<file path="src/sgac_cfg.svh">
// Offsets, field positions, reset values and the fixed default address of the configuration bank
`ifndef SGAC_CFG_SVH
`define SGAC_CFG_SVH

`define SGAC_OFS_SLEEP_ROUTING 8'h29
`define SGAC_OFS_OUTPUT_CONFIG 8'h2A
`define SGAC_OFS_TARGET_ADDR 8'h5F

`define SGAC_RST_SLEEP_ROUTING 8'h00
`define SGAC_RST_OUTPUT_CONFIG 8'h00
`define SGAC_RST_TARGET_ADDR 8'h00

`define SGAC_DEFAULT_ADDR 7'h5E
`define SGAC_ADDR_SEL_BIT 7
`define SGAC_ADDR_MSB 6
`define SGAC_SRC_SEL_LSB 4
`define SGAC_DRIVE_LSB 0
`define SGAC_DRIVE_COUNT 3

`define SGAC_BYTE_BITS 4'h8
`define SGAC_BIT_ZERO 4'h0
`define SGAC_BYTE_ZERO 8'h00
`define SGAC_PTR_STEP 8'h01

`endif

</file>
<file path="src/sgac_pkg.sv">
// Types shared by the configuration bank and its output routing logic
package sgac_pkg;

    typedef enum logic [3:0] {
        SGAC_IDLE,
        SGAC_ADDR,
        SGAC_PTR,
        SGAC_WDATA,
        SGAC_ACK,
        SGAC_RDATA,
        SGAC_RACK
    } sgac_state_e;

    typedef struct packed {
        logic scl_s1;
        logic scl_s2;
        logic scl_d;
        logic sda_s1;
        logic sda_s2;
        logic sda_d;
        sgac_state_e st;
        logic [3:0] cnt;
        logic [7:0] sh;
        logic [7:0] ptr;
        logic [6:0] active_addr;
        logic rw;
        logic got_ptr;
        logic more;
        logic sda_oe;
        logic [7:0] sleep_routing;
        logic [7:0] output_config;
        logic [7:0] target_addr;
    } sgac_bank_s;

    typedef struct packed {
        logic in3_s1;
        logic in3_s2;
        logic in6_s1;
        logic in6_s2;
        logic [7:0] sleep_req;
        logic [3:0] gpo_out;
        logic [3:0] gpo_oe;
    } sgac_route_s;

endpackage

</file>
<file path="src/sgac_cfg_if.sv">
// Register contents passed from the bank to the routing logic
`timescale 1ns/1ps
interface sgac_cfg_if;
    logic [7:0] sleep_routing;
    logic [7:0] output_config;

    modport bank
    (
        output sleep_routing,
        output output_config
    );

    modport route
    (
        input sleep_routing,
        input output_config
    );
endinterface

</file>
<file path="src/sgac_bank.sv">
// Serial-bus target holding the sleep routing, output mode and target address registers
`timescale 1ns/1ps
`include "sgac_cfg.svh"
// Summary of operation
// - Each bit 0 to 5 of the sleep routing register picks input three (0) or six (1) as the sleep source of buck rails one to six.
// - Bits 6 and 7 of the sleep routing register pick input three (0) or six (1) for adjustable LDO rails two and three.
// - Bits 4 to 7 of the output config register pick power-good logic (0) or the software value (1) for outputs one to four.
// - Bits 0 to 2 of the output config register pick push-pull (0) or open-drain (1) drive for outputs one to three.
// - Bit 7 of the target address register selects the fixed default address (0) or the programmable field (1).
// - Bits 6 to 0 of the target address register hold the programmable 7-bit address used when the select bit is set.
module sgac_bank
(
    input wire logic clock,
    input wire logic rstn,
    input wire logic scl_in,
    input wire logic sda_in,
    output logic sda_out,
    output logic sda_oe,
    input wire logic control_input_three,
    input wire logic control_input_six,
    input wire logic [3:0] power_good,
    input wire logic [3:0] gpo_soft_value,
    output logic [7:0] sleep_req,
    output logic [3:0] gpo_out,
    output logic [3:0] gpo_oe,
    output logic [7:0] sleep_source_routing,
    output logic [7:0] general_output_config,
    output logic [7:0] bus_target_address
);
    import sgac_pkg::*;

    sgac_bank_s s;
    sgac_bank_s next_s;

    sgac_cfg_if cfg_bus();

    function automatic logic [7:0] reg_read(input logic [7:0] p, input sgac_bank_s b);
        logic [7:0] d;
        d = `SGAC_BYTE_ZERO;
        if (p == `SGAC_OFS_SLEEP_ROUTING)
        begin
            d = b.sleep_routing;
        end
        else if (p == `SGAC_OFS_OUTPUT_CONFIG)
        begin
            d = b.output_config;
        end
        else if (p == `SGAC_OFS_TARGET_ADDR)
        begin
            d = b.target_addr;
        end
        return d;
    endfunction

    always_comb
    begin
        logic rise;
        logic fall;
        logic start;
        logic stop;
        logic [7:0] rd;
        rise = s.scl_s2 & ~s.scl_d;
        fall = ~s.scl_s2 & s.scl_d;
        start = s.scl_s2 & s.scl_d & s.sda_d & ~s.sda_s2;
        stop = s.scl_s2 & s.scl_d & ~s.sda_d & s.sda_s2;
        rd = reg_read(s.ptr, s);
        next_s = s;
        next_s.scl_s1 = scl_in;
        next_s.scl_s2 = s.scl_s1;
        next_s.scl_d = s.scl_s2;
        next_s.sda_s1 = sda_in;
        next_s.sda_s2 = s.sda_s1;
        next_s.sda_d = s.sda_s2;

        if (start)
        begin
            next_s.st = SGAC_ADDR;
            next_s.cnt = `SGAC_BIT_ZERO;
            next_s.sda_oe = 1'b0;
            // Address sampled at each start or repeated start so a rewrite cannot cut it off
            if (s.target_addr[`SGAC_ADDR_SEL_BIT])
            begin
                next_s.active_addr = s.target_addr[`SGAC_ADDR_MSB:0];
            end
            else
            begin
                next_s.active_addr = `SGAC_DEFAULT_ADDR;
            end
        end
        else if (stop)
        begin
            next_s.st = SGAC_IDLE;
            next_s.sda_oe = 1'b0;
        end
        else
        begin
            case (s.st)
                SGAC_ADDR, SGAC_PTR, SGAC_WDATA:
                begin
                    if (rise)
                    begin
                        next_s.sh = {s.sh[6:0], s.sda_s2};
                        next_s.cnt = s.cnt + 4'h1;
                    end
                    else if (fall && s.cnt == `SGAC_BYTE_BITS)
                    begin
                        next_s.cnt = `SGAC_BIT_ZERO;
                        next_s.sda_oe = 1'b1;
                        next_s.st = SGAC_ACK;
                        if (s.st == SGAC_ADDR)
                        begin
                            // Any other address is left alone until the next start
                            if (s.sh[7:1] == s.active_addr)
                            begin
                                next_s.rw = s.sh[0];
                                next_s.got_ptr = 1'b0;
                            end
                            else
                            begin
                                next_s.sda_oe = 1'b0;
                                next_s.st = SGAC_IDLE;
                            end
                        end
                        else if (s.st == SGAC_PTR)
                        begin
                            next_s.ptr = s.sh;
                            next_s.got_ptr = 1'b1;
                        end
                        else
                        begin
                            if (s.ptr == `SGAC_OFS_SLEEP_ROUTING)
                            begin
                                next_s.sleep_routing = s.sh;
                            end
                            else if (s.ptr == `SGAC_OFS_OUTPUT_CONFIG)
                            begin
                                next_s.output_config = s.sh;
                            end
                            else if (s.ptr == `SGAC_OFS_TARGET_ADDR)
                            begin
                                next_s.target_addr = s.sh;
                            end
                            next_s.ptr = s.ptr + `SGAC_PTR_STEP;
                        end
                    end
                end
                SGAC_ACK:
                begin
                    if (fall)
                    begin
                        if (s.rw)
                        begin
                            next_s.sh = {rd[6:0], 1'b0};
                            next_s.sda_oe = ~rd[7];
                            next_s.ptr = s.ptr + `SGAC_PTR_STEP;
                            next_s.cnt = 4'h1;
                            next_s.st = SGAC_RDATA;
                        end
                        else
                        begin
                            next_s.sda_oe = 1'b0;
                            next_s.st = s.got_ptr ? SGAC_WDATA : SGAC_PTR;
                        end
                    end
                end
                SGAC_RDATA:
                begin
                    if (fall)
                    begin
                        if (s.cnt == `SGAC_BYTE_BITS)
                        begin
                            next_s.sda_oe = 1'b0;
                            next_s.st = SGAC_RACK;
                        end
                        else
                        begin
                            next_s.sda_oe = ~s.sh[7];
                            next_s.sh = {s.sh[6:0], 1'b0};
                            next_s.cnt = s.cnt + 4'h1;
                        end
                    end
                end
                SGAC_RACK:
                begin
                    if (rise)
                    begin
                        next_s.more = ~s.sda_s2;
                    end
                    else if (fall)
                    begin
                        if (s.more)
                        begin
                            next_s.sh = {rd[6:0], 1'b0};
                            next_s.sda_oe = ~rd[7];
                            next_s.ptr = s.ptr + `SGAC_PTR_STEP;
                            next_s.cnt = 4'h1;
                            next_s.st = SGAC_RDATA;
                        end
                        else
                        begin
                            next_s.st = SGAC_IDLE;
                        end
                    end
                end
                default:
                begin
                    next_s.sda_oe = 1'b0;
                end
            endcase
        end
    end

    // Host is trusted to keep reserved values out of the address field; no filtering here
    always_ff @(posedge clock or negedge rstn)
    begin
        if (!rstn)
        begin
            s <= '0;
            s.st <= SGAC_IDLE;
            s.scl_s1 <= 1'b1;
            s.scl_s2 <= 1'b1;
            s.scl_d <= 1'b1;
            s.sda_s1 <= 1'b1;
            s.sda_s2 <= 1'b1;
            s.sda_d <= 1'b1;
            s.active_addr <= `SGAC_DEFAULT_ADDR;
            s.sleep_routing <= `SGAC_RST_SLEEP_ROUTING;
            s.output_config <= `SGAC_RST_OUTPUT_CONFIG;
            s.target_addr <= `SGAC_RST_TARGET_ADDR;
        end
        else
        begin
            s <= next_s;
        end
    end

    assign cfg_bus.sleep_routing = s.sleep_routing;
    assign cfg_bus.output_config = s.output_config;

    sgac_route u_route
    (
        .clock(clock),
        .rstn(rstn),
        .cfg(cfg_bus.route),
        .control_input_three(control_input_three),
        .control_input_six(control_input_six),
        .power_good(power_good),
        .gpo_soft_value(gpo_soft_value),
        .sleep_req(sleep_req),
        .gpo_out(gpo_out),
        .gpo_oe(gpo_oe)
    );

    assign sda_out = 1'b0;
    assign sda_oe = s.sda_oe;
    assign sleep_source_routing = s.sleep_routing;
    assign general_output_config = s.output_config;
    assign bus_target_address = s.target_addr;
endmodule

</file>
<file path="src/sgac_route.sv">
// Sleep-source selection and general-purpose output drive built from the bank contents
`timescale 1ns/1ps
`include "sgac_cfg.svh"
module sgac_route
(
    input wire logic clock,
    input wire logic rstn,
    sgac_cfg_if.route cfg,
    input wire logic control_input_three,
    input wire logic control_input_six,
    input wire logic [3:0] power_good,
    input wire logic [3:0] gpo_soft_value,
    output logic [7:0] sleep_req,
    output logic [3:0] gpo_out,
    output logic [3:0] gpo_oe
);
    import sgac_pkg::*;

    sgac_route_s r;
    sgac_route_s next_r;

    always_comb
    begin
        logic v;
        v = 1'b0;
        next_r = r;
        next_r.in3_s1 = control_input_three;
        next_r.in3_s2 = r.in3_s1;
        next_r.in6_s1 = control_input_six;
        next_r.in6_s2 = r.in6_s1;
        for (int i = 0; i < 8; i++)
        begin
            // Bit set routes the rail to the sixth control input
            next_r.sleep_req[i] = cfg.sleep_routing[i] ? r.in6_s2 : r.in3_s2;
        end
        for (int i = 0; i < 4; i++)
        begin
            v = cfg.output_config[`SGAC_SRC_SEL_LSB + i] ? gpo_soft_value[i] : power_good[i];
            if (i < `SGAC_DRIVE_COUNT && cfg.output_config[`SGAC_DRIVE_LSB + i])
            begin
                // Open drain only ever pulls low
                next_r.gpo_out[i] = 1'b0;
                next_r.gpo_oe[i] = ~v;
            end
            else
            begin
                next_r.gpo_out[i] = v;
                next_r.gpo_oe[i] = 1'b1;
            end
        end
    end

    always_ff @(posedge clock or negedge rstn)
    begin
        if (!rstn)
        begin
            r <= '0;
        end
        else
        begin
            r <= next_r;
        end
    end

    assign sleep_req = r.sleep_req;
    assign gpo_out = r.gpo_out;
    assign gpo_oe = r.gpo_oe;
endmodule

</file>
<file path="config.mk">
export PLATFORM = sky130hd
export DESIGN_NAME = sgac_bank
export DESIGN_NICKNAME = d
export VERILOG_FILES = /design/src/sgac_pkg.sv /design/src/sgac_cfg_if.sv /design/src/sgac_bank.sv /design/src/sgac_route.sv
export VERILOG_INCLUDE_DIRS = /design/src
export SDC_FILE = /design/constraint.sdc
export NUM_CORES = 1
export LEC_CHECK = 0
export ABC_AREA = 1
export BUFFER_PORTS_ARGS = -buffer_cell sky130_fd_sc_hd__buf_2
export CAP_MARGIN = 0
export CORE_UTILIZATION = 55
export CTS_CLUSTER_SIZE = 20
export DETAILED_ROUTE_END_ITERATION = 6
export HOLD_SLACK_MARGIN = 0.05
export PLACE_DENSITY_LB_ADDON = 0.2
export SLEW_MARGIN = 0
export SYNTH_ARGS = -nofsm -noshare
export SYNTH_HDL_FRONTEND = slang
export SYNTH_SLANG_ARGS = --single-unit
</file>
<file path="constraint.sdc">
create_clock -name clock -period 3.5 [get_ports clock]
set_clock_uncertainty 0.2 [all_clocks]
set_input_delay 0.35 -clock clock [delete_from_list [all_inputs] [get_ports clock]]
set_output_delay 0.35 -clock clock [all_outputs]
set_load 0.02 [all_outputs]
</file>
# Word level (Yosys, flattened, before mapping)
# Cells that the tools add are included.
# Widths: inputs -> output; s select.
# classes
add_sub_neg	2
eq_ne	40
muxes	72
bitwise	23
n_reduce_logical	18
# op_table
operator	n
$mux 24	5
$mux 8	14
$pmux 16 s4	1
$mux 20	3
$mux 25	2
$ne 4x4->1 const B	9
$mux 1	33
$mux 16	2
$ne 2x2->1 const B	12
$pmux 8 s3	1
$reduce_and 11->1	2
$ne 3x3->1 const B	7
$reduce_and 7->1	3
$mux 4	5
$reduce_and 10->1	2
$eq 8x6->1 const B	2
$not 1->1	16
$reduce_and 8->1	2
$eq 4x3->1 const B	3
$mux 12	1
$mux 3	3
$reduce_and 9->1	1
$add 8x1->8 const B	1
$eq 4x2->1 const B	2
17 further kinds	23
# word_totals
ff_bits	85
input_bits	14
wordCells	180

# Depth between registers and ports, before layout
# depth
word_depth	11
depth_mapped	12
depth_no_buf	12

# Modules after synthesis
# Synthesis repeated with hierarchy kept, for this count alone.
# hier_totals
cells_unflattened	580
hier_area_um2	4749.6
# modules_own_cells
module	instances	cells_each	area_each_um2	seq_area_each_um2
sgac_bank	1	498	3911.3	1615.3
sgac_route	1	82	838.3	500.5

# Least setup slack after synthesis
# No wires, ideal clock.
# synth_path
path_type	flip-flop to flip-flop
start	register s[51] (netlist bit)
end	register s (netlist bit bus_target_address[7])
setup_ps	123
arrival_ps	1648
path_slack_ps	1530
stages_incl_launch_ff	11
n_path_buf	1
period_less_slack_ps	1970
cell_sequence	dfrtp_1 > inv_1 > ha_1 > nand2_1 > nor2_1 > nand2_1 > nor4_4 > nand2_2 > buf_2 > nand2_1 > o21ai_1
# synth_between
elab_chain_len	3
# synth_rtl
element	line	source
from (decl)	sgac_bank.sv:32	sgac_bank_s s;
from (signal assigned)	sgac_bank.sv:233	s <= next_s;
$eq 4x4->1 (no line)	--	
$logic_and 1x1->1 (no line)	--	
$reduce_and 10->1 (no line)	--	
# No other way between the ends.
# A chain may end at the register's enable or synchronous reset.

# Worst setup path after layout
# layout_path
start	register s (netlist bit next_s[62])
end	register s[35] (netlist bit)
# layout_between
elab_chain_len	5
elab_cells_between_ends	17
cone_classes	eq/ne: 5; bitwise: 10; reduce/logical: 2
# layout_rtl
element	line
$not 1->1 or $and 1x1->1 (tied branches)	sgac_bank.sv:63, sgac_bank.sv:64, sgac_bank.sv:65
$and 1x1->1, on equally long branches	sgac_bank.sv:63, sgac_bank.sv:64, sgac_bank.sv:65
$logic_and 1x1->1 (no line) (tied with other cells)	--
$ne 2x2->1 (no line) or $not 1->1 (tied branches)	--
$reduce_and 11->1 (no line) (*)	--
# Mark *: on every way between the ends. The rest lies on a longest branch, timed or not.

==> flow_metrics.env <==
export IMPL_drive_gt1_share_pct=18.4
export IMPL_diodes=0
export IMPL_drv_slew=0
export IMPL_dpl_instance_area_sq_um=4560
export IMPL_syn_nets=594
export IMPL_rrSetupSlack_ns=1.13
export IMPL_drc_errors=0
export IMPL_grt_max_degree=85
export IMPL_areaGrowthSynthToFinish_pct=8.52
export IMPL_via_per_inst=5.28
export IMPL_finalHoldViolCount=0
export IMPL_hold_class="primary input to register"
export IMPL_worst_pin_slew_ns=1.04
export IMPL_clk_insertion_delay_late_ns=0.36
export IMPL_fin_crit_sh_pct=67.7
export IMPL_cts_tree="yes"
export IMPL_synth_area_per_cell_sq_um=7.84
export IMPL_die_y_um=92.5
export IMPL_setup_violations=0
export IMPL_num_vias=3725
export IMPL_grt_pass1_vias=3370
export IMPL_startpoint_type="register"
export IMPL_dieArea_sq_um=8560
export IMPL_critical_path_startpoint="next_s[62]$_DFF_PN1_"
export IMPL_finalWirelength_mm=10.2
export IMPL_die_width_um=92.5
export IMPL_final_common_cell="nand2_1"
export IMPL_htree_levels=3
export IMPL_r2r_start="next_s[62]$_DFF_PN1_"
export IMPL_dpl_hpwl_mm=7.28
export IMPL_synthCells=575
export IMPL_holdCritStartpoint="gpo_soft_value[1]"
export IMPL_outcome="completed"
export IMPL_final_cell_mix="nand2_1, dfrtp_1, nor2_1"
export IMPL_portBuffers=54
export IMPL_clk_path_buf_depth=2
export IMPL_cellPowerDensity_nw_per_um2=683
export IMPL_fin_setup_tns_ns=0
export IMPL_multi_input_area_sq_um=1810
export IMPL_nFillCells=717
export IMPL_critPathRequiredTime_ns=3.55
export IMPL_crit_path_end_kind="register"
export IMPL_core_sq_um=7850
export IMPL_start_util_pct=57.5
export IMPL_final_antenna_net_count=0
export IMPL_ir_drop_v=0.000293
export IMPL_drv_cap=0
export IMPL_slew_headroom_pct=30.8
export IMPL_critPathKind="register to register"
export IMPL_min_period_ns=2.37
export IMPL_yosysWarnings=0
export IMPL_synth_cell_types=35
export IMPL_drtPass1Iterations=5
export IMPL_synth_seq_cells=84
export IMPL_antenna_found_initial=0
export IMPL_fmaxAchievable_mhz=422
export IMPL_grt_remaining_overflow=0
export IMPL_numCtsBuffers=9
export IMPL_cp_arrival_ns=2.42
export IMPL_rows=32
export IMPL_initialDrtViolationCount=331
export IMPL_power_leakage_nw=2.45
export IMPL_fin_area_sq_um=4890
export IMPL_cts_reportedPaths_clkPinSlew_ns=0.09
export IMPL_clockRootBuffer="clkbuf_8"
export IMPL_cts_sinks=84
export IMPL_rsz0062_at_grt="no"
export IMPL_yosysSeqAreaShare_pct=46.9
export IMPL_syn_area_sq_um=4510
export IMPL_gp_congestion=0.915
export IMPL_grt_pass1_wl_mm=16.7
export IMPL_cp_max_fo=14
export IMPL_wl_per_cell_um=14.5
export IMPL_regArea_sq_um=2120
export IMPL_io_pins=56
export IMPL_fin_nets=618
export IMPL_grt_use_total_pct=25.3
-- power by group --
part           switching [mW]  leakage [nW]  internal [mW]
Combinational           0.822          1.28          0.369
Clock                   0.385         0.128          0.488
Sequential              0.150          1.05           1.13
-- cell families (layout without fill, tap and decap cells) --
kind of cell	after synthesis	after routing	synth area share, %
simple gates	278	278	26.7
buf+inv	110	139	12.8
compound gates	84	84	9.52
fa+ha+maj	5	5	1.39
mux	4	4	0.916
other cells	2	2	0.167
flops	84	84	46.9
xor+xnor	8	8	1.55
-- worst paths after layout --
check,endpoint,depth (start not counted)
max,s[35]$_DFFE_PN0P_,7
min,u_route.gpo_out[1]$_DFF_PN0_,3
max reg2reg,s[35]$_DFFE_PN0P_,7
min reg2reg,next_s[59]$_DFF_PN1_,0
max in group asynchronous,s[27]$_DFFE_PN0P_,2
min in group asynchronous,u_route.sleep_req[7]$_DFF_PN0_,2
-- cells in the mapped netlist --
master,number,area [sq um]
a21oi_1,13,65.1
o211ai_1,1,7.51
xnor2_1,1,8.76
nand3_2,1,10.0
inv_2,6,22.5
o21ai_0,42,210
ha_1,5,62.6
nor3b_4,1,18.8
a31oi_1,1,6.26
clkbuf_1,2,7.51
nor3_1,2,10.0
nor3b_1,1,7.51
nor2_1,59,221
o21ai_1,25,125
conb_1,2,7.51
buf_2,4,20.0
mux2_2,1,11.3
dfstp_2,11,289
nand4_2,1,12.5
buf_4,43,323
nand2_1,152,571
nand3_1,36,180
o21bai_1,1,7.51
mux2i_1,3,30.0
a211oi_1,1,7.51
or2_2,10,62.6
inv_1,55,206
xor2_1,7,61.3
nand4_1,3,18.8
nand2_2,4,25.0
nor2_2,5,31.3
dfrtp_1,73,1830
nor4_4,1,21.3
and3_1,1,6.26
nand3b_1,1,7.51
-- worst max-delay path: stages (launching register included) --
cell,delay (ns)
dfstp_2,0.60
nand4_2,0.24
inv_1,0.40
nor3_1,0.11
nand3_1,0.37
inv_1,0.18
nand2_1,0.08
o21ai_0,0.07
-- metal layers --
layer / vias up / global-route usage [%] / wire length, um
met1: 1737 / 36.5 / 4890
li1: 1823 / - / -
met4: 0 / 7.81 / 155
met3: 19 / 3.28 / 617
met5: - / 0 / 0
met2: 146 / 39.8 / 4550
-- what timing repair did --
action	in CTS	in global routing
hold buffers	8	0
buffers inserted	0	0
gates resized for setup	0	0
hold endpoints to repair	79	0
-- state kept, by name, indices dropped and copies added, names as in the netlist, 2 cells and up --
register	cells
bus_target_address	8
general_output_config	8
next_s	4
s	35
sleep_source_routing	8
u_route.gpo_oe	4
u_route.gpo_out	4
u_route.next_r	2
u_route.r	2
u_route.sleep_req	8
-- stage by stage --
step                      hold slack [ns]  util [%]  setup slack (ns)  power [mW]  std cells
after detailed placement            0.146      58.1              1.17        2.45        682
after global routing               0.0694      62.4             0.880        3.57        706
after CTS                          0.0540      62.4              1.16        3.33        706
after floorplan                    -0.146         -              1.53        2.15        575
final                              0.0540      62.4              1.13        3.34        706
after global placement              0.133      58.1              1.21        2.44        682
-- layout make-up --
type                            count  area share, %
Clock buffer                        9           2.53
Clock inverter                      7           2.66
Inverter                           61           4.68
Multi-Input combinational cell    381           37.1
Sequential cell                    84           43.2
Tap cell                          102           2.61
Timing Repair Buffer               62           7.21
Power figures use the tool's default switching activity.
